<file path="config.mk">
export PLATFORM = sky130hd
export DESIGN_NAME = ibcd_top
export DESIGN_NICKNAME = d
export VERILOG_FILES = /design/src/ibcd_pkg.sv /design/src/ibcd_top.sv
export VERILOG_INCLUDE_DIRS = /design/src /design/src/src
export SDC_FILE = /design/constraint.sdc
export NUM_CORES = 1
export LEC_CHECK = 0
export BUFFER_PORTS_ARGS = -buffer_cell sky130_fd_sc_hd__buf_2
export CORE_MARGIN = 2
export CORE_UTILIZATION = 44
export DETAILED_ROUTE_END_ITERATION = 6
export GPL_TIMING_DRIVEN = 0
export PLACE_DENSITY = 0.63
export SLEW_MARGIN = 30
export SYNTH_ARGS = -nofsm -noshare
export SYNTH_HDL_FRONTEND = slang
export SYNTH_SLANG_ARGS = --single-unit
</file>
<file path="constraint.sdc">
create_clock -name pclk -period 2.34 [get_ports pclk]
set_clock_uncertainty 0.2 [all_clocks]
set_input_delay 0.234 -clock pclk [delete_from_list [all_inputs] [get_ports pclk]]
set_output_delay 0.234 -clock pclk [all_outputs]
set_load 0.02 [all_outputs]
</file>
<file path="src/ibcd_defines.svh">
`ifndef IBCD_DEFINES_SVH
`define IBCD_DEFINES_SVH

// ---------------------------------------------------------------
// Register offsets (byte addresses)
// ---------------------------------------------------------------
`define IBCD_OFF_CMD       12'h000
`define IBCD_OFF_PARAM     12'h004
`define IBCD_OFF_STATUS    12'h008
`define IBCD_OFF_ENABLE    12'h00C
`define IBCD_OFF_DUAL      12'h010
`define IBCD_OFF_EVENT     12'h014
`define IBCD_OFF_PTAB      12'h020
`define IBCD_OFF_DOOR      12'h018
`define IBCD_OFF_MISC      12'h01C

// ---------------------------------------------------------------
// Command word fields (bit 0 is the word MSB, bit 15 of the bus)
// ---------------------------------------------------------------
`define IBCD_OPC_HI        15
`define IBCD_OPC_LO        11
`define IBCD_WC_HI         10
`define IBCD_WC_LO         8
`define IBCD_PRM_HI        7
`define IBCD_PRM_LO        0
`define IBCD_OPC_RELAY     5'h03
`define IBCD_OPC_SETPRM    5'h0C
`define IBCD_OPC_DOOR      5'h1F
`define IBCD_OPC_MACRO     5'h1C
`define IBCD_OPC_MEMLD     5'h1A
`define IBCD_OPC_MEMDP     5'h1B
`define IBCD_MEM_MAX       6'h20

// ---------------------------------------------------------------
// Table sizes and timing
// ---------------------------------------------------------------
`define IBCD_PTAB_DEPTH    8
`define IBCD_RELAY_IDS     8
`define IBCD_CLK_HZ        20000000
`define IBCD_SCAN_US       1477000
`define IBCD_MAJOR_US      1024000
`define IBCD_PULSE_US      10

`endif

</file>
<file path="src/ibcd_pkg.sv">
package ibcd_pkg;
	typedef enum logic [1:0] {
		ibcd_door_none, ibcd_door_nadir, ibcd_door_space, ibcd_door_diff
	} ibcd_door_e;
	typedef enum logic [1:0] {
		ibcd_pos_closed, ibcd_pos_open, ibcd_pos_screen, ibcd_pos_outgas
	} ibcd_pos_e;
	typedef enum logic [1:0] {ibcd_st_idle, ibcd_st_exec, ibcd_st_done} ibcd_state_e;
endpackage

</file>
<file path="src/ibcd_top.sv">
`timescale 1ns/1ps
`include "ibcd_defines.svh"
module ibcd_top (
	input  wire logic                     pclk,
	input  wire logic                     presetn,
	input  wire logic                     psel,
	input  wire logic                     penable,
	input  wire logic                     pwrite,
	input  wire logic [11:0]              paddr,
	input  wire logic [31:0]              pwdata,
	output logic      [31:0]              prdata,
	output logic                          pready,
	output logic                          pslverr,
	input  wire logic                     scan_index,
	input  wire logic                     door_at_target,
	output logic      [7:0]               relay_primary,
	output logic      [7:0]               relay_redundant,
	output logic                          door_go,
	output ibcd_pkg::ibcd_door_e          door_sel,
	output logic      [1:0]               door_pos,
	output logic                          screen_open,
	output logic                          door_use_sensor,
	output logic                          event_pulse,
	output logic                          scan_tick,
	output logic                          telem_tick
);
	import ibcd_pkg::*;

	// ---------------------------------------------------------------
	// Timing constants
	// ---------------------------------------------------------------
	localparam int SCAN_CYC  = `IBCD_SCAN_US / 1000 * (`IBCD_CLK_HZ / 1000);
	localparam int MAJOR_CYC = `IBCD_MAJOR_US / 1000 * (`IBCD_CLK_HZ / 1000);
	localparam int PULSE_CYC = `IBCD_PULSE_US * (`IBCD_CLK_HZ / 1000000);

	// ---------------------------------------------------------------
	// Bus decode
	// ---------------------------------------------------------------
	logic        [15:0] ptab [`IBCD_PTAB_DEPTH];
	logic        [15:0] cmd_word;
	logic        [15:0] prm_word;
	logic        [7:0]  relay_enable;
	logic        [7:0]  relay_dual;
	logic        [15:0] event_count;
	logic        [15:0] last_event_cmd;
	logic               macro_active;
	logic               macro_aborted;
	logic               scan_stopped;
	logic        [2:0]  scan_sync;
	logic               scan_level;
	logic        [31:0] scan_cnt;
	logic        [31:0] major_cnt;
	logic        [15:0] pulse_cnt;
	ibcd_state_e        state;

	wire acc      = psel & penable;
	wire wr       = acc & pwrite;
	wire hit_cmd  = paddr == `IBCD_OFF_CMD;
	wire hit_prm  = paddr == `IBCD_OFF_PARAM;
	wire hit_sta  = paddr == `IBCD_OFF_STATUS;
	wire hit_en   = paddr == `IBCD_OFF_ENABLE;
	wire hit_dual = paddr == `IBCD_OFF_DUAL;
	wire hit_evt  = paddr == `IBCD_OFF_EVENT;
	wire hit_door = paddr == `IBCD_OFF_DOOR;
	wire hit_misc = paddr == `IBCD_OFF_MISC;
	wire hit_ptab = paddr[11:5] == 7'(`IBCD_OFF_PTAB >> 5);
	wire [2:0] ptab_idx = paddr[4:2];
	wire mapped   = hit_cmd | hit_prm | hit_sta | hit_en | hit_dual | hit_evt | hit_door | hit_misc | hit_ptab;

	// Writing the command register submits a command; it is dropped unless the machine is idle.
	wire submit   = wr & hit_cmd & (state == ibcd_st_idle);

	// ---------------------------------------------------------------
	// Command field split
	// ---------------------------------------------------------------
	// Bus bit 15 is word bit 0, so the MSB-first numbering maps straight onto it.
	wire [4:0] opc = cmd_word[`IBCD_OPC_HI:`IBCD_OPC_LO];
	wire [2:0] wc  = cmd_word[`IBCD_WC_HI:`IBCD_WC_LO];
	wire [7:0] prm = cmd_word[`IBCD_PRM_HI:`IBCD_PRM_LO];
	wire [1:0] door_select_field   = cmd_word[7:6];
	wire [3:0] door_zero_bits      = cmd_word[5:2];
	wire [1:0] door_position_field = cmd_word[1:0];

	// ---------------------------------------------------------------
	// Validity
	// ---------------------------------------------------------------
	wire is_relay = opc == `IBCD_OPC_RELAY;
	wire is_set   = opc == `IBCD_OPC_SETPRM;
	wire is_door  = opc == `IBCD_OPC_DOOR;
	wire is_macro = opc == `IBCD_OPC_MACRO;
	wire is_mem   = (opc == `IBCD_OPC_MEMLD) | (opc == `IBCD_OPC_MEMDP);
	wire relay_ok = is_relay & (wc == 3'h0) & (prm < 8'(`IBCD_RELAY_IDS));
	wire set_ok   = is_set & (wc == 3'h1) & (prm < 8'(`IBCD_PTAB_DEPTH));
	wire door_leg = (door_position_field == 2'(ibcd_pos_screen)) ? (door_select_field == 2'(ibcd_door_diff)) :
	                (door_position_field == 2'(ibcd_pos_outgas)) ? (door_select_field == 2'(ibcd_door_space)) :
	                1'b1;
	wire door_ok  = is_door & (wc == 3'h0) & (door_select_field != 2'h0) & (door_zero_bits == 4'h0) &
	                door_leg;
	// Nested macros are refused; memory blocks are limited by length in low bits.
	wire macro_ok = is_macro & !macro_active;
	wire mem_ok   = is_mem & ({1'b0, prm[5:0]} <= 7'(`IBCD_MEM_MAX)) & (prm[5:0] != 6'h0);
	wire cmd_ok   = relay_ok | set_ok | door_ok | macro_ok | mem_ok;
	wire inhibited = relay_ok & !relay_enable[prm[2:0]];

	// ---------------------------------------------------------------
	// Command state machine
	// ---------------------------------------------------------------
	ibcd_state_e next_state;
	always_comb begin
		next_state = state;
		case (state)
			ibcd_st_idle: if (submit) next_state = ibcd_st_exec;
			ibcd_st_exec: next_state = ibcd_st_done;
			ibcd_st_done: if (pulse_cnt == 16'h0000) next_state = ibcd_st_idle;
			default: next_state = ibcd_st_idle;
		endcase
	end

	// State and captured command.
	always_ff @(posedge pclk or negedge presetn) begin
		if (!presetn) begin
			state    <= ibcd_st_idle;
			cmd_word <= 16'h0000;
		end else begin
			state <= next_state;
			if (submit)
				cmd_word <= pwdata[15:0];
		end
	end

	// Macro tracking: a bad step ends the whole macro. Hardware events beat a
	// software clear in the same cycle, so an abort is never lost.
	wire macro_start = (state == ibcd_st_exec) & is_macro & macro_ok;
	wire macro_kill  = (state == ibcd_st_exec) & macro_active & !cmd_ok;
	wire misc_wr     = wr & hit_misc;
	always_ff @(posedge pclk or negedge presetn) begin
		if (!presetn) begin
			macro_active  <= 1'b0;
			macro_aborted <= 1'b0;
		end else begin
			if (macro_start)
				macro_active <= 1'b1;
			else if (macro_kill)
				macro_active <= 1'b0;
			else if (misc_wr & pwdata[0])
				macro_active <= 1'b0;
			if (macro_kill)
				macro_aborted <= 1'b1;
			else if (misc_wr & pwdata[1])
				macro_aborted <= 1'b0;
		end
	end

	// ---------------------------------------------------------------
	// Execution: relays, table, door
	// ---------------------------------------------------------------
	wire exec = (state == ibcd_st_exec) & cmd_ok;
	wire [7:0] relay_bit = 8'h01 << prm[2:0];

	// Relay pulses last a fixed width; low level commands ignore instrument state.
	always_ff @(posedge pclk or negedge presetn) begin
		if (!presetn) begin
			relay_primary   <= 8'h00;
			relay_redundant <= 8'h00;
			pulse_cnt       <= 16'h0000;
		end else if (exec & relay_ok & !inhibited) begin
			relay_primary   <= relay_bit;
			relay_redundant <= relay_dual[prm[2:0]] ? relay_bit : 8'h00;
			pulse_cnt       <= 16'(PULSE_CYC);
		end else if (pulse_cnt != 16'h0000) begin
			pulse_cnt <= pulse_cnt - 16'h0001;
		end else begin
			relay_primary   <= 8'h00;
			relay_redundant <= 8'h00;
		end
	end

	// Table write touches exactly one entry.
	always_ff @(posedge pclk or negedge presetn) begin
		if (!presetn) begin
			for (int i = 0; i < `IBCD_PTAB_DEPTH; i++)
				ptab[i] <= 16'h0000;
		end else if (exec & set_ok) begin
			ptab[prm[2:0]] <= prm_word;
		end
	end

	// Door request; the sensor is preferred except for space-door outgas.
	wire diff_open = (door_select_field == 2'(ibcd_door_diff)) & (door_position_field == 2'(ibcd_pos_open));
	always_ff @(posedge pclk or negedge presetn) begin
		if (!presetn) begin
			door_go         <= 1'b0;
			door_sel        <= ibcd_door_none;
			door_pos        <= 2'h0;
			screen_open     <= 1'b0;
			door_use_sensor <= 1'b0;
		end else if (exec & door_ok) begin
			door_go         <= 1'b1;
			door_sel        <= ibcd_door_e'(door_select_field);
			door_pos        <= door_position_field;
			screen_open     <= diff_open;
			door_use_sensor <= !(door_position_field == 2'(ibcd_pos_outgas));
		end else if (door_at_target) begin
			door_go <= 1'b0;
		end
	end

	// ---------------------------------------------------------------
	// Events
	// ---------------------------------------------------------------
	// Invalid or inhibited commands count as events; apart from an invalid step ending an active macro, nothing else happens.
	always_ff @(posedge pclk or negedge presetn) begin
		if (!presetn) begin
			event_pulse    <= 1'b0;
			event_count    <= 16'h0000;
			last_event_cmd <= 16'h0000;
		end else begin
			event_pulse <= (state == ibcd_st_exec) & (!cmd_ok | inhibited);
			if ((state == ibcd_st_exec) & (!cmd_ok | inhibited)) begin
				event_count    <= event_count + 16'h0001;
				last_event_cmd <= cmd_word;
			end else if (wr & hit_evt)
				event_count <= 16'h0000;
		end
	end

	// ---------------------------------------------------------------
	// Scan and telemetry ticks
	// ---------------------------------------------------------------
	// A new index level counts only once the last two stages agree, which filters
	// a glitch that lasts a single cycle; the settled level resets to the idle pin level.
	wire scan_agree = scan_sync[1] == scan_sync[2];
	wire scan_edge  = scan_agree & scan_sync[2] & !scan_level;
	// The substitute cycle runs whenever software says the mirror is stopped.
	always_ff @(posedge pclk or negedge presetn) begin
		if (!presetn) begin
			scan_sync  <= 3'h0;
			scan_level <= 1'b0;
			scan_cnt   <= 32'h0000_0000;
			scan_tick  <= 1'b0;
		end else begin
			scan_sync <= {scan_sync[1:0], scan_index};
			if (scan_agree)
				scan_level <= scan_sync[2];
			scan_tick <= 1'b0;
			if (scan_stopped) begin
				if (scan_cnt >= 32'(SCAN_CYC - 1)) begin
					scan_cnt  <= 32'h0000_0000;
					scan_tick <= 1'b1;
				end else
					scan_cnt <= scan_cnt + 32'h0000_0001;
			end else if (scan_edge)
				scan_tick <= 1'b1;
		end
	end

	// Major cycle tick for telemetry framing.
	always_ff @(posedge pclk or negedge presetn) begin
		if (!presetn) begin
			major_cnt  <= 32'h0000_0000;
			telem_tick <= 1'b0;
		end else if (major_cnt >= 32'(MAJOR_CYC - 1)) begin
			major_cnt  <= 32'h0000_0000;
			telem_tick <= 1'b1;
		end else begin
			major_cnt  <= major_cnt + 32'h0000_0001;
			telem_tick <= 1'b0;
		end
	end

	// ---------------------------------------------------------------
	// Configuration registers
	// ---------------------------------------------------------------
	// Irreversible relays power up inhibited.
	always_ff @(posedge pclk or negedge presetn) begin
		if (!presetn) begin
			relay_enable <= 8'h00;
			relay_dual   <= 8'h00;
			prm_word     <= 16'h0000;
			scan_stopped <= 1'b0;
		end else begin
			if (wr & hit_en)
				relay_enable <= pwdata[7:0];
			if (wr & hit_dual)
				relay_dual <= pwdata[7:0];
			if (wr & hit_prm)
				prm_word <= pwdata[15:0];
			if (wr & hit_misc)
				scan_stopped <= pwdata[2];
		end
	end

	// ---------------------------------------------------------------
	// APB read path
	// ---------------------------------------------------------------
	// Every mapped address answers; unmapped ones flag an error.
	wire [31:0] rd_mux =
		hit_cmd  ? {16'h0000, cmd_word} :
		hit_prm  ? {16'h0000, prm_word} :
		hit_sta  ? {28'h000_0000, macro_aborted, macro_active, 2'(state)} :
		hit_en   ? {24'h00_0000, relay_enable} :
		hit_dual ? {24'h00_0000, relay_dual} :
		hit_evt  ? {last_event_cmd, event_count} :
		hit_door ? {27'h000_0000, door_use_sensor, door_go, 2'(door_sel), screen_open} :
		hit_misc ? {29'h0000_0000, scan_stopped, macro_aborted, macro_active} :
		hit_ptab ? {16'h0000, ptab[ptab_idx]} : 32'h0000_0000;

	// No wait states: setup, then access answered on the first access edge.
	always_ff @(posedge pclk or negedge presetn) begin
		if (!presetn) begin
			prdata  <= 32'h0000_0000;
			pready  <= 1'b0;
			pslverr <= 1'b0;
		end else begin
			pready  <= psel & !penable;
			pslverr <= psel & !penable & !mapped;
			prdata  <= (psel & !penable & !pwrite) ? rd_mux : 32'h0000_0000;
		end
	end

	// ---------------------------------------------------------------
	// Checks
	// ---------------------------------------------------------------
	bad_quiet_a: assert property (@(posedge pclk) disable iff (!presetn)
		(state == ibcd_st_exec) & !cmd_ok |=> $stable(ptab[0]) && !$rose(door_go) && (relay_primary == 8'h00))
		else $error("invalid command changed state");
	inhib_drop_a: assert property (@(posedge pclk) disable iff (!presetn)
		(state == ibcd_st_exec) & inhibited |=> event_pulse)
		else $error("inhibited relay raised no event");
	dual_fire_a: assert property (@(posedge pclk) disable iff (!presetn)
		exec & relay_ok & !inhibited & relay_dual[prm[2:0]] |=> relay_redundant == relay_primary)
		else $error("dual relay not fired on both drivers");
	relay_fire_a: assert property (@(posedge pclk) disable iff (!presetn)
		exec & relay_ok & !inhibited |=> relay_primary != 8'h00)
		else $error("relay pulse missing");
	door_sel_a: assert property (@(posedge pclk) disable iff (!presetn)
		door_go |-> door_sel != ibcd_door_none)
		else $error("door moved with select zero");
	screen_a: assert property (@(posedge pclk) disable iff (!presetn)
		exec & door_ok & (door_select_field == 2'h3) & (door_position_field == 2'h1) |=> screen_open)
		else $error("diffuser open without screen");
	legal_a: assert property (@(posedge pclk) disable iff (!presetn)
		door_go |-> ((door_pos != 2'h2) || (door_sel == ibcd_door_diff)) &&
		((door_pos != 2'h3) || (door_sel == ibcd_door_space)))
		else $error("screen position on wrong door");
	macro_abort_a: assert property (@(posedge pclk) disable iff (!presetn)
		(state == ibcd_st_exec) & macro_active & !cmd_ok |=> !macro_active & macro_aborted)
		else $error("macro not aborted");
	table_wr_a: assert property (@(posedge pclk) disable iff (!presetn)
		exec & set_ok & (prm[2:0] == 3'h0) |=> ptab[0] == $past(prm_word))
		else $error("table entry not written");
	c_relay_c: cover property (@(posedge pclk) exec & relay_ok & !inhibited);
	c_door_c: cover property (@(posedge pclk) exec & door_ok);
	c_bad_c: cover property (@(posedge pclk) event_pulse);
	c_abort_c: cover property (@(posedge pclk) $rose(macro_aborted));
endmodule

</file>
==> metrics.md <==
| Metric | Value |
|---|---|
| Outcome | finished with violations |
| Failing checks | negative setup slack |
| Worst setup path startpoint | cmd_word[13] |
| CTS tree | done |
| CP max stage delay | 550 ps |
| Row count | 70 |
| Max Freq | 392 MHz |
| Mapped Area | 0.0164 sq mm |
| Vias | 11900 |
| RSZ-0062 raised after global routing | true |
| Synth warn | 0 |
| Clk sinks | 357 |
| Dpl hpwl | 28800 microns |
| Startpoint types | flip-flop |
| Worst setup EP type | flip-flop |
| Share of post-route cells with drive strength above 1 | 40.9% |
| Syn Inst Count | 1372 |
| Worst slew pin tran | 817 ps |
| Chip height | 197 microns |
| Yosys reg bits | 357 |
| Drt drc | 0 |
| 1st-iter DRT viols | 793 |
| Area growth syn-to-layout | 29.5% |
| Critical Path RT | 2550 ps |
| Min Tclk post-route | 2550 ps |
| Final max-slew violation count | 0 |
| Post-Place Cells | 1943 |
| HP Class | in -> async |
| Layout Cells excl Fill | 2123 |
| Fill cells | 2994 |
| CTS root buf | clkbuf_16 |
| Syn Area/Cell | 12.0 sq um |
| First-pass GRT wire length | 69300 microns |
| Via density | 5.60 |
| Global Route Usage Sum | 23.0% |
| Worst IR drop on VDD | 424 uV |
| Overall die area | 0.0388 sq mm |
| Vias in the first global route | 12100 |
| Ports | 111 |
| Initial core utilization | 44.7% |
| Final hold violation count | 0 |
| Area of the multi-input gates | 0.00786 sq mm |
| Chip width | 197 microns |
| Post-synth EDFFs | 0 |
| Leak Pwr | 0.0100 uW |
| Input/output buffers | 93 |
| PwrDens | 630 mW/mm^2 |
| Worst R2R Start | cmd_word[13] |
| Arrival time of the worst setup path | 2760 ps |
| Routed wire length | 44500 microns |
| Netlist cell types | 68 |
| Ys flop type | dfrtp_1 |
| FF-to-FF End | door_sel[0] |
| Grt ovf | 0 |
| Max Cap Violations | 0 |
| Diodes inserted | 0 |
| Critical path capture point | door_sel[0] |
| Worst Path Max Fanout | 6 |
| Slew HR | 45.2% |
| Critical path's slowest cell | or4b_4 |
| H-tree depth | 2 |
| Post-route ant nets | 0 |
| Period utilization | 109% |
| Ys async rst share | 100% |
| Crit path cell chain | nand3_2, or4b_4, or4_4, nor2_4, mux2_4 |
| Sequential Area | 0.00896 sq mm |
| Net count, final | 1679 |
| Wire per inst | 21.0 microns |
| Maximum buffer depth of the clock tree | 3 |
| R2R Setup Slk | -210 ps |
| CTS clock-pin slew for the worst setup and hold paths | 60 ps |
| CTS buffer count | 41 |
| Core area | 0.0367 sq mm |
| Clock Latency Late Sink | 540 ps |
| Critical path type | reg -> reg |
| Final setup violation count | 97 |
| Post-synthesis sequential area ratio | 54.5% |
| Final worst slack | -211 ps |
| Initial antenna violation count | 0 |
| R2R depth | 5 |
| Setup Slack @ Placement | -1240 ps |
| RD Place Congestion | 0.928 |
| Largest net degree at the start of global routing | 88 |
| Total iterations of the first detailed-routing run | 5 |
## synth_stat cells, types with 11 or more instances
| cell type | n | area, sq um |
|---|---|---|
| nor3_1 | 22 | 110 |
| clkbuf_1 | 42 | 158 |
| xnor2_1 | 33 | 289 |
| nor2_1 | 123 | 462 |
| nand4_1 | 15 | 93.8 |
| mux2i_1 | 15 | 150 |
| a22oi_1 | 13 | 97.6 |
| mux2_2 | 179 | 2020 |
| o21ai_0 | 37 | 185 |
| dfrtp_1 | 357 | 8930 |
| o22ai_1 | 18 | 113 |
| inv_1 | 16 | 60.1 |
| nand3_1 | 72 | 360 |
| and3_1 | 13 | 81.3 |
| mux4_2 | 36 | 811 |
| buf_1 | 16 | 60.1 |
| nand2_1 | 87 | 327 |
| and2_1 | 28 | 175 |
| xor2_1 | 27 | 236 |
| nor4_1 | 11 | 68.8 |
| a21oi_1 | 44 | 220 |
| mux2_1 | 26 | 293 |
| buf_2 | 20 | 100 |
## logic make-up (layout without fill, tap and decap cells)
kind of cell | Yosys count | after routing | share of synthesized area [%]
other cells | 1 | 7 | 0.0229
flops | 357 | 357 | 54.5
buf+inv | 101 | 378 | 2.56
xor+xnor | 60 | 60 | 3.20
compound gates | 154 | 154 | 5.75
simple gates | 438 | 438 | 13.7
mux | 256 | 256 | 19.9
fa+ha+maj | 5 | 5 | 0.382
## layout by cell type (no fill, tap or decap), types with 14 or more instances in the layout
cell type      count
a21oi_1           39
and2_1            27
buf_2            102
buf_4             60
buf_6             30
clkbuf_1          22
clkbuf_16         53
dfrtp_1          339
dfrtp_2           18
dlygate4sd3_1     20
inv_1             15
mux2_2           174
mux2_4            28
mux2i_1           14
mux4_2            36
nand2_1           83
nand3_1           48
nand3_2           21
nand4_1           15
nor2_1           106
nor2_4            15
nor3_1            14
o21ai_0           28
o21ai_1           14
xnor2_1           33
xor2_1            27
## worst max-delay path, delay by kind of cell (launching register included)
kind | cells | cell delay [ps]
multiplexers | 1 | 330
AND/OR/NAND/NOR | 4 | 1460
flip-flops | 1 | 430
## where the power goes
group	internal, uW	switching (uW)	leakage, uW
Sequential	6250	71.1	0.00483
Combinational	221	370	0.00450
Clock	3930	2530	0.000682
Total	10400	2980	0.0100
## flip-flops by register name, summed over array words and instances (netlist names), 2 cells and up
name	flops
cmd_word	16
door_pos	2
major_cnt	32
scan_cnt	32
ptab	128
relay_primary	8
relay_enable	8
relay_redundant	8
door_sel	2
state	2
prm_word	16
prdata	32
event_count	16
scan_sync	3
pulse_cnt	16
last_event_cmd	16
relay_dual	8
## per-stage QoR
step | power (uW) | setup TNS, ps | area (sq um) | hold slack, ps | utilization (%)
after CTS | 13500 | -8900 | 20600 | 35.9 | 56.1
final | 13400 | -7800 | 21200 | 16.6 | 57.9
after floorplan | 6670 | -1450 | 16600 | -262 | -
after global placement | 6930 | -2333230 | 17600 | 141 | 48.0
after detailed placement | 6970 | -179250 | 17700 | 34.6 | 48.3
after global routing | 13800 | -16510 | 21200 | 41.2 | 57.9
## worst min-delay path by stage
| stage | slack, ps | endpoint | start |
|---|---|---|---|
| after global placement | 140 | scan_sync[1] | scan_sync[0] |
| after CTS | 40 | prdata[0] | paddr[5] |
| after detailed placement | 30 | telem_tick | presetn |
| final | 20 | major_cnt[2] | presetn |
| after floorplan | -260 | cmd_word[0] | presetn |
| after global routing | 40 | major_cnt[2] | presetn |
## layer usage
| layer | vias up | share of wire (%) | global-route usage, % |
|---|---|---|---|
| li1 | 5408 | - | - |
| met1 | 6068 | 45 | 32.1 |
| met2 | 325 | 48 | 37.4 |
| met3 | 87 | 5.1 | 3.94 |
| met4 | 0 | 2.4 | 6.35 |
| met5 | - | 0 | 0 |
## cell type report
type                       count  share of cell area (%)
inverter                      18                   0.318
tap                          468                    2.76
multi-input combinational    920                    37.0
sequential                   357                    42.2
timing repair buffer         210                    8.15
clock buffer                  61                    5.90
buffer                        75                    3.03
clock inverter                14                   0.619
## timing repair
action / 4_1_cts / 5_1_grt
setup endpoints to repair: 279 / 267
buffers inserted: 43 / 42
cloned: 8 / 4
resized for setup: 215 / 83
hold buffers: 20 / 0
endpoints found under the hold margin: 177 / 0
pin swaps: 54 / 44
Power figures use the tool's default switching activity.
